===== src/ksc_pkg.sv =====
/*
 keypad scan control: shared constants, state encodings and carriers.
 assumes a 25 MHz pclk and an APB master with 32-bit data.
*/
`default_nettype none
package ksc_pkg;
   // ==========================================
   // matrix and clocking
   localparam int COLS = 5;
   localparam int ROWS = 6;
   localparam int CLK_PERIOD_NS = 40;
   localparam int MS_NS = 1000000;
   localparam int MS_CYCLES = MS_NS / CLK_PERIOD_NS;
   // ==========================================
   // register indices; byte address is index times four
   localparam logic [7:0] IDX_COLUMN = 8'hd1;
   localparam logic [7:0] IDX_ROW    = 8'hd2;
   localparam logic [7:0] IDX_TIMING = 8'hd3;
   localparam logic [7:0] IDX_STATUS = 8'hd4;
   localparam logic [7:0] IDX_SIZE   = 8'hd5;
   localparam logic [9:0] ADDR_COLUMN = {IDX_COLUMN, 2'h0};
   localparam logic [9:0] ADDR_ROW    = {IDX_ROW, 2'h0};
   localparam logic [9:0] ADDR_TIMING = {IDX_TIMING, 2'h0};
   localparam logic [9:0] ADDR_STATUS = {IDX_STATUS, 2'h0};
   localparam logic [9:0] ADDR_SIZE   = {IDX_SIZE, 2'h0};
   // ==========================================
   // reset values
   localparam logic [4:0] RST_COLUMN = 5'h1f;
   localparam logic [5:0] RST_ROW    = 6'h3f;
   localparam logic [7:0] RST_TIMING = 8'h00;
   localparam logic [5:0] RST_SIZE   = 6'h00;
   // ==========================================
   // field layout
   localparam int ST_IRQ_ON = 0;
   localparam int ST_FLAG   = 1;
   localparam int ST_AUTO   = 2;
   localparam int ST_CLK    = 3;
   localparam int DB_LSB    = 2;
   localparam int DB_W      = 6;
   localparam int PR_W      = 2;
   localparam int SZ_W      = 3;
   localparam int SZ_ROW_LSB = 3;
   localparam int DB_UNIT_MS = 4;
   localparam logic [2:0] PROBE_ZERO_MS = 3'h4;
   // ==========================================
   // state
   typedef enum logic [2:0] {
      PH_IDLE, PH_DEB_PRESS, PH_SCAN, PH_WAIT_REL, PH_DEB_REL
   } ksc_phase_t;

   typedef struct packed {
      ksc_phase_t  phase;
      logic [4:0]  col_reg;
      logic [5:0]  row_reg;
      logic [7:0]  timing;
      logic        irq_on;
      logic        flag;
      logic        auto_scan_on;
      logic [5:0]  size;
      logic [8:0]  ms_cnt;
      logic [2:0]  col_idx;
      logic [2:0]  row_idx;
      logic [1:0]  hits;
      logic [2:0]  hit_col;
      logic [2:0]  hit_row;
      logic [5:0]  rows_prev;
      logic [4:0]  col_out;
      logic        irq;
      logic [31:0] prdata;
      logic        pready;
      logic        pslverr;
   } ksc_state_t;
endpackage : ksc_pkg
`default_nettype wire


===== src/ksc_ms_tick.sv =====
/*
 millisecond tick and 1 kHz keypad clock level from pclk.
 assumes run is the keypad clock enable; counting freezes while it is low.
*/
`default_nettype none
module ksc_ms_tick #(
   parameter int CYCLES = 25000
) (
   // clock and reset
   input  wire logic pclk,
   input  wire logic presetn,
   // control
   input  wire logic run,
   // outputs
   output logic      tick,
   output logic      level
);
   localparam int W = $clog2(CYCLES);
   localparam logic [W-1:0] LAST = W'(CYCLES - 1);
   localparam logic [W-1:0] HALF = W'(CYCLES / 2 - 1);

   typedef struct packed {
      logic [W-1:0] cnt;
      logic         level;
      logic         tick;
   } ksc_tick_t;

   ksc_tick_t s, next_s;

   if (CYCLES < 2) begin : g_bad
      $error("ksc_ms_tick: CYCLES must be at least 2");
   end

   always_comb begin
      next_s = s;
      next_s.tick = 1'b0;
      if (run) begin
         next_s.cnt = (s.cnt == LAST) ? '0 : s.cnt + 1'b1;
         next_s.tick = (s.cnt == LAST);
         if (s.cnt == HALF || s.cnt == LAST) begin
            next_s.level = ~s.level;
         end
      end
   end

   always_ff @(posedge pclk or negedge presetn) begin
      if (!presetn) begin
         s <= '0;
      end else begin
         s <= next_s;
      end
   end

   assign tick = s.tick;
   assign level = s.level;
endmodule : ksc_ms_tick
`default_nettype wire


===== src/ksc_keypad_scan.sv =====
/*
 keypad scan control: APB registers, auto scan engine, bypass edge detect.
 assumes row inputs synchronous to pclk, pulled high when idle.
*/
// Local design decision: the APB register port.
//Contract
//RULE1: debounce field counts 4 ms, zero means 256
//RULE2: debounce both press and release
//RULE3: probe field sets ms between key checks
//RULE4: probe code 3 is 3 ms, 0 is 4
//RULE5: auto scan bit runs hardware scanning
//RULE6: bypass: firmware scans by columns and rows
//RULE7: valid auto key sets flag and interrupt
//RULE8: bypass: row falling edge from all-high sets flag
//RULE9: status read clears key found flag
//RULE10: bypass flag works without keypad clock
//RULE11: irq enable gates interrupt, not flag
//RULE12: status bit 3 shows keypad clock level
//RULE13: matrix size ignored in bypass mode
//RULE14: idle auto: all columns low, debounce press
//RULE15: one column low, single key only valid
//RULE16: debounce release, restart if still pressed
//RULE17: bypass drives columns from column register
`default_nettype none
module ksc_keypad_scan #(
   parameter int MS_CYCLES = ksc_pkg::MS_CYCLES
) (
   // clock and reset
   input  wire logic        pclk,
   input  wire logic        presetn,
   // apb
   input  wire logic        psel,
   input  wire logic        penable,
   input  wire logic        pwrite,
   input  wire logic [11:0] paddr,
   input  wire logic [31:0] pwdata,
   output logic             pready,
   output logic [31:0]      prdata,
   output logic             pslverr,
   // keypad
   input  wire logic        kbd_clk_en,
   input  wire logic [5:0]  row_in,
   output logic [4:0]       col_out,
   // interrupt
   output logic             irq
);
   ksc_pkg::ksc_state_t s, next_s;
   logic tick;
   logic clk_level;

   if (MS_CYCLES < 2) begin : g_bad
      $error("ksc_keypad_scan: MS_CYCLES too small");
   end

   ksc_ms_tick #(.CYCLES(MS_CYCLES)) u_tick (
      .pclk    (pclk),
      .presetn (presetn),
      .run     (kbd_clk_en),
      .tick    (tick),
      .level   (clk_level)
   );

   // ==========================================
   // derived settings
   logic [5:0] db_field;
   logic [8:0] db_ms;
   logic [2:0] probe_ms;
   logic [2:0] cols_n;
   logic [2:0] rows_n;
   logic       any_low;

   always_comb begin
      db_field = s.timing[ksc_pkg::DB_LSB +: ksc_pkg::DB_W];
      db_ms = 9'({(db_field == '0), db_field} * ksc_pkg::DB_UNIT_MS); //RULE1
      probe_ms = (s.timing[ksc_pkg::PR_W-1:0] == '0) ?
                 ksc_pkg::PROBE_ZERO_MS : {1'b0, s.timing[ksc_pkg::PR_W-1:0]}; //RULE3 RULE4
      cols_n = s.size[ksc_pkg::SZ_W-1:0];
      rows_n = s.size[ksc_pkg::SZ_ROW_LSB +: ksc_pkg::SZ_W];
      // zero or oversize falls back to the full matrix
      if (cols_n == '0 || cols_n > 3'(ksc_pkg::COLS)) cols_n = 3'(ksc_pkg::COLS);
      if (rows_n == '0 || rows_n > 3'(ksc_pkg::ROWS)) rows_n = 3'(ksc_pkg::ROWS);
      any_low = ~&row_in;
   end

   // ==========================================
   // next state
   logic setup;
   logic acc;
   logic rd_clear;
   logic set_flag;
   logic valid_done;
   logic [1:0] h;
   logic [2:0] hc;
   logic [2:0] hr;

   always_comb begin
      next_s = s;
      set_flag = 1'b0;
      valid_done = 1'b0;
      h = s.hits;
      hc = s.hit_col;
      hr = s.hit_row;
      setup = psel & ~penable;
      acc = psel & penable & s.pready;
      next_s.pready = setup;
      next_s.pslverr = 1'b0;
      next_s.prdata = '0;
      next_s.rows_prev = row_in;
      rd_clear = acc & ~pwrite & (paddr[9:0] == ksc_pkg::ADDR_STATUS) &
                 s.prdata[ksc_pkg::ST_FLAG];

      // read data is latched at setup and presented in the access phase
      if (setup && !pwrite) begin
         unique case (paddr[9:0])
            ksc_pkg::ADDR_COLUMN: next_s.prdata = {27'h0, s.col_reg};
            ksc_pkg::ADDR_ROW:
               next_s.prdata = {26'h0, s.auto_scan_on ? s.row_reg : row_in};
            ksc_pkg::ADDR_TIMING: next_s.prdata = {24'h0, s.timing};
            ksc_pkg::ADDR_STATUS: begin
               next_s.prdata[ksc_pkg::ST_CLK] = clk_level; //RULE12
               next_s.prdata[ksc_pkg::ST_AUTO] = s.auto_scan_on;
               next_s.prdata[ksc_pkg::ST_FLAG] = s.flag;
               next_s.prdata[ksc_pkg::ST_IRQ_ON] = s.irq_on;
            end
            ksc_pkg::ADDR_SIZE: next_s.prdata = {26'h0, s.size};
            default: next_s.pslverr = 1'b1;
         endcase
      end
      if (setup && pwrite) begin
         next_s.pslverr = !(paddr[9:0] inside {ksc_pkg::ADDR_COLUMN,
            ksc_pkg::ADDR_ROW, ksc_pkg::ADDR_TIMING, ksc_pkg::ADDR_STATUS,
            ksc_pkg::ADDR_SIZE});
      end

      if (acc && pwrite) begin
         unique case (paddr[9:0])
            ksc_pkg::ADDR_COLUMN: begin
               // hardware owns the column register while scanning
               if (!s.auto_scan_on) next_s.col_reg = pwdata[4:0]; //RULE6
            end
            ksc_pkg::ADDR_TIMING: next_s.timing = pwdata[7:0];
            ksc_pkg::ADDR_STATUS: begin
               next_s.irq_on = pwdata[ksc_pkg::ST_IRQ_ON];
               next_s.auto_scan_on = pwdata[ksc_pkg::ST_AUTO];
            end
            ksc_pkg::ADDR_SIZE: next_s.size = pwdata[5:0];
            default: ;
         endcase
      end

      // bypass: no keypad clock needed, runs on pclk
      if (!s.auto_scan_on && (&s.rows_prev) && any_low) begin
         set_flag = 1'b1; //RULE8 RULE10
      end

      // ==========================================
      // auto scan engine
      if (!s.auto_scan_on) begin
         next_s.phase = ksc_pkg::PH_IDLE;
         next_s.ms_cnt = '0;
      end else begin
         unique case (s.phase) //RULE5 RULE13
            ksc_pkg::PH_IDLE: begin
               next_s.ms_cnt = '0;
               if (any_low) next_s.phase = ksc_pkg::PH_DEB_PRESS; //RULE14
            end
            ksc_pkg::PH_DEB_PRESS: begin
               if (tick) begin
                  next_s.ms_cnt = s.ms_cnt + 1'b1;
                  if (s.ms_cnt + 1'b1 == db_ms) begin //RULE2
                     next_s.ms_cnt = '0;
                     next_s.col_idx = '0;
                     next_s.row_idx = '0;
                     next_s.hits = '0;
                     next_s.phase = any_low ? ksc_pkg::PH_SCAN
                                            : ksc_pkg::PH_IDLE; //RULE14
                  end
               end
            end
            ksc_pkg::PH_SCAN: begin
               if (tick) begin
                  next_s.ms_cnt = s.ms_cnt + 1'b1;
                  if (s.ms_cnt + 1'b1 == 9'(probe_ms)) begin //RULE3
                     next_s.ms_cnt = '0;
                     if (!row_in[s.row_idx]) begin
                        h = (s.hits == 2'h2) ? s.hits : s.hits + 1'b1;
                        hc = s.col_idx;
                        hr = s.row_idx;
                     end
                     next_s.hits = h;
                     next_s.hit_col = hc;
                     next_s.hit_row = hr;
                     next_s.row_idx = s.row_idx + 1'b1;
                     if (s.row_idx == rows_n - 1'b1) begin
                        next_s.row_idx = '0;
                        next_s.col_idx = s.col_idx + 1'b1;
                        if (s.col_idx == cols_n - 1'b1) begin
                           next_s.phase = ksc_pkg::PH_WAIT_REL;
                           if (h == 2'h1) begin //RULE15
                              valid_done = 1'b1;
                              next_s.col_reg = ~(5'h01 << hc); //RULE7
                              next_s.row_reg = ~(6'h01 << hr);
                              set_flag = 1'b1; //RULE7
                           end
                        end
                     end
                  end
               end
            end
            ksc_pkg::PH_WAIT_REL: begin
               next_s.ms_cnt = '0;
               if (!any_low) next_s.phase = ksc_pkg::PH_DEB_REL; //RULE16
            end
            ksc_pkg::PH_DEB_REL: begin
               if (tick) begin
                  next_s.ms_cnt = s.ms_cnt + 1'b1;
                  if (s.ms_cnt + 1'b1 == db_ms) begin //RULE2
                     next_s.ms_cnt = '0;
                     if (!any_low) next_s.phase = ksc_pkg::PH_IDLE; //RULE16
                  end
               end
            end
            default: next_s.phase = ksc_pkg::PH_IDLE;
         endcase
      end

      // set wins over the read clear
      if (rd_clear) next_s.flag = 1'b0; //RULE9
      if (set_flag) next_s.flag = 1'b1;
      next_s.irq = next_s.flag & next_s.irq_on; //RULE11

      if (!next_s.auto_scan_on) begin
         next_s.col_out = next_s.col_reg; //RULE17
      end else if (next_s.phase == ksc_pkg::PH_SCAN) begin
         next_s.col_out = ~(5'h01 << next_s.col_idx); //RULE15
      end else begin
         next_s.col_out = '0; //RULE14
      end
   end

   always_ff @(posedge pclk or negedge presetn) begin
      if (!presetn) begin
         s <= '0;
         s.phase <= ksc_pkg::PH_IDLE;
         s.col_reg <= ksc_pkg::RST_COLUMN;
         s.row_reg <= ksc_pkg::RST_ROW;
         s.timing <= ksc_pkg::RST_TIMING;
         s.size <= ksc_pkg::RST_SIZE;
         s.rows_prev <= ksc_pkg::RST_ROW;
         s.col_out <= ksc_pkg::RST_COLUMN;
      end else begin
         s <= next_s;
      end
   end

   assign pready = s.pready;
   assign prdata = s.prdata;
   assign pslverr = s.pslverr;
   assign col_out = s.col_out;
   assign irq = s.irq;
endmodule : ksc_keypad_scan
`default_nettype wire


===== config.mk =====
export PLATFORM = sky130hd
export DESIGN_NAME = ksc_keypad_scan
export DESIGN_NICKNAME = d
export VERILOG_FILES = /design/src/ksc_pkg.sv /design/src/ksc_ms_tick.sv /design/src/ksc_keypad_scan.sv
export SDC_FILE = /design/constraint.sdc
export NUM_CORES = 1
export LEC_CHECK = 0
export ABC_AREA = 1
export BUFFER_PORTS_ARGS = -buffer_cell sky130_fd_sc_hd__buf_2
export CORE_ASPECT_RATIO = 2
export CORE_MARGIN = 2
export CORE_UTILIZATION = 50
export DETAILED_ROUTE_END_ITERATION = 7
export PLACE_DENSITY = 0.8
export SLEW_MARGIN = 10
export SYNTH_ARGS = -nofsm -noshare
export SYNTH_HDL_FRONTEND = slang
export SYNTH_SLANG_ARGS = --single-unit

===== constraint.sdc =====
create_clock -name pclk -period 3.2 [get_ports pclk]
set_input_delay 0.64 -clock pclk [delete_from_list [all_inputs] [get_ports pclk]]
set_output_delay 0.64 -clock pclk [all_outputs]
set_load 0.03 [all_outputs]

==> results.sh <==
export IMPL_run_status="finished clean"
export IMPL_drt_iter0_markers=377
export IMPL_synth_async_reset_ratio=1.00
export IMPL_yosysWarnings=0
export IMPL_synth_top_flop_cell="dfrtp_1"
export IMPL_root_buffer="clkbuf_16"
export IMPL_drive_above_1_share=0.155
export IMPL_fp_coreArea_mm2=0.0112
export IMPL_grt_pass1_vias=5101
export IMPL_antenna_found_initial=0
export IMPL_crit_start="s[72]"
export IMPL_fin_hold_ws_ns=0.321
export IMPL_clk_pin_slew_ns=0.07
export IMPL_tightest_slew_ns=0.754
export IMPL_crit_type="reg2reg"
export IMPL_max_freq_mhz=357
export IMPL_startpoint_type="flop"
export IMPL_cp_required_ns=3.48
export IMPL_fin_cells=957
export IMPL_rsz0062_at_grt="no"
export IMPL_hold_viol=0
export IMPL_path_max_fanout=7
export IMPL_syn_to_final_growth_pct=9.38
export IMPL_grt_ovfl_total=0
export IMPL_die_y_um=155
export IMPL_setup_tns_final_ns=0
export IMPL_antenna_cells=0
export IMPL_ys_ff_latch=93
export IMPL_power_leakage_nw=3.08
export IMPL_postCtsHoldBufs=0
export IMPL_hp_class="in2async"
export IMPL_stdcell_area_mm2=0.00627
export IMPL_arrival_ns=3.08
export IMPL_cts_repair_resize_count=0
export IMPL_synth_top_area_cell="dfrtp_1"
export IMPL_reg2reg_depth=16
export IMPL_finalCritPeriodShare=0.876
export IMPL_fillers=1085
export IMPL_ios=96
export IMPL_yosysUniqueCellTypes=52
export IMPL_grt_pass1_wl_mm=24.0
export IMPL_hpwl_mm=11.4
export IMPL_ys_seq_area_frac=0.411
export IMPL_gp_congestion=0.972
export IMPL_synth_area_top_cells="dfrtp_1, nand2_1, dfstp_2"
export IMPL_synth_edf_count=0
export IMPL_r2r_start="s[72]"
export IMPL_numCtsBuffers=9
export IMPL_io_buffers=45
export IMPL_power_density_mw_per_mm2=431
export IMPL_dr_pass1_iters=5
export IMPL_maxCapViolations=0
export IMPL_yosys_area_top_type_share=0.310
export IMPL_finalSetupViolCount=0
export IMPL_synth_top_cells_by_count="nand2_1, inv_1, dfrtp_1"
export IMPL_htreeDepth=3
export IMPL_syn_area_mm2=0.00573
export IMPL_cts_sinks=93
export IMPL_ir_drop_uv=298
export IMPL_power_mw=2.70
export IMPL_relSlewSlack=0.493
export IMPL_finalWorstPathRequiredPeriod_ns=2.80
export IMPL_die_width_um=79.7
export IMPL_synthCells=770
export IMPL_ctsLongestPathBuffers=2
export IMPL_place_area_mm2=0.00596
export IMPL_grt_max_degree=94
export IMPL_wl_per_cell_um=15.4
export IMPL_drv_slew=0
export IMPL_avgSynthCellArea_um2=7.45
export IMPL_cp_end_kind="flop"
export IMPL_cts_setup_buffers=0
export IMPL_multiInputGateArea_mm2=0.00270
export IMPL_rows=55
export IMPL_place_inst=941
export IMPL_ant_nets=0
export IMPL_clk_latency_ns=0.35
export IMPL_rrSetupSlack_ns=0.40
export IMPL_seqCellArea_mm2=0.00235
export IMPL_drcViolationCount=0
export IMPL_fin_nets=873
export IMPL_yosysMostFrequentCell="nand2_1"
export IMPL_grt_usage=0.254
export IMPL_final_setup_skew_ns=0.0103
export IMPL_initial_utilization=0.511
export IMPL_r2r_end="col_out[1]"
export IMPL_totalWireLength_mm=14.8
export IMPL_cts_tree="built"
export IMPL_vias_per_cell=5.36
export IMPL_dieArea_mm2=0.0124
export IMPL_vias=5125
==> per-layer routing <==
layer | vias to the layer above | routed length (um) | global-route usage | share of wire
met4 | 0 | 1070 | 0.184 | 0.073
met2 | 162 | 8070 | 0.476 | 0.55
met3 | 61 | 480 | 0.0371 | 0.033
met1 | 2385 | 5140 | 0.240 | 0.35
li1 | 2517 | - | - | -
met5 | - | 0 | 0 | 0
==> sequential cells by signal (all words and copies together) (netlist names) <==
| signal | flops |
|---|---|
| irq | 1 |
| col_out | 5 |
| u_tick.level | 1 |
| prdata | 8 |
| s | 54 |
| db_field | 6 |
| u_tick.tick | 1 |
| pready | 1 |
| u_tick.s | 15 |
| pslverr | 1 |
==> worst max-delay path, cell delays in order (launching register included) <==
cell and delay (ns):
dfrtp_1 0.38, inv_1 0.08, a21oi_1 0.33, inv_1 0.08
ha_1 0.31, xor2_1 0.13, nand2_1 0.07, nor2_2 0.28
inv_1 0.12, nor2_1 0.26, nand3_1 0.11, nand3_1 0.11
nand2_2 0.09, nor2_1 0.14, nand2_1 0.06, nand2_1 0.09
nand2_1 0.07
==> cell type report <==
class                           instances  area share
Clock buffer                           11      0.0387
Clock inverter                          5      0.0108
Inverter                              116      0.0694
Multi-Input combinational cell        538       0.431
Sequential cell                        93       0.375
Tap cell                              142      0.0283
Timing Repair Buffer                   52      0.0467
==> through the flow <==
stage	utilization	worst slack [ns]
2_1_floorplan	-	0.992
5_1_grt	0.559	0.105
3_3_place_gp	0.532	0.461
4_1_cts	0.559	0.422
6_report	0.559	0.396
3_5_place_dp	0.532	0.440
==> cells by family (layout without fill, tap and decap cells) <==
family,count (synthesis),count (layout),synth area share
xor+xnor,15,15,0.0229
mux,2,2,0.00393
simple gates,375,375,0.296
buf+inv,162,184,0.133
fa+ha+maj,7,7,0.0153
compound gates,115,115,0.118
flops,93,93,0.411
other cells,1,24,0.000654
==> layout by cell type (no fill, tap or decap), drive strengths merged, types with 7 or more instances in the layout <==
cell,n
nand2,205
nand4,22
nor2,64
o21ai,61
ha,7
dfrtp,71
conb,24
dfstp,22
xor2,11
a21oi,25
nor3,20
clkbuf,11
inv,117
buf,52
nand3,46
==> worst max path at each step <==
stage                  to  slack [ns]
4_1_cts             s[46]        0.42
6_report       col_out[1]        0.40
3_5_place_dp   col_out[1]        0.44
5_1_grt             s[46]        0.10
3_3_place_gp   col_out[3]        0.46
2_1_floorplan  col_out[0]        0.99
==> where the power goes <==
part           switching, mW  internal [mW]
Clock                  0.477          0.638
Sequential            0.0589           1.23
Combinational          0.214         0.0847
Total                  0.749           1.95
Note: power is estimated with default switching activity, not from simulation.
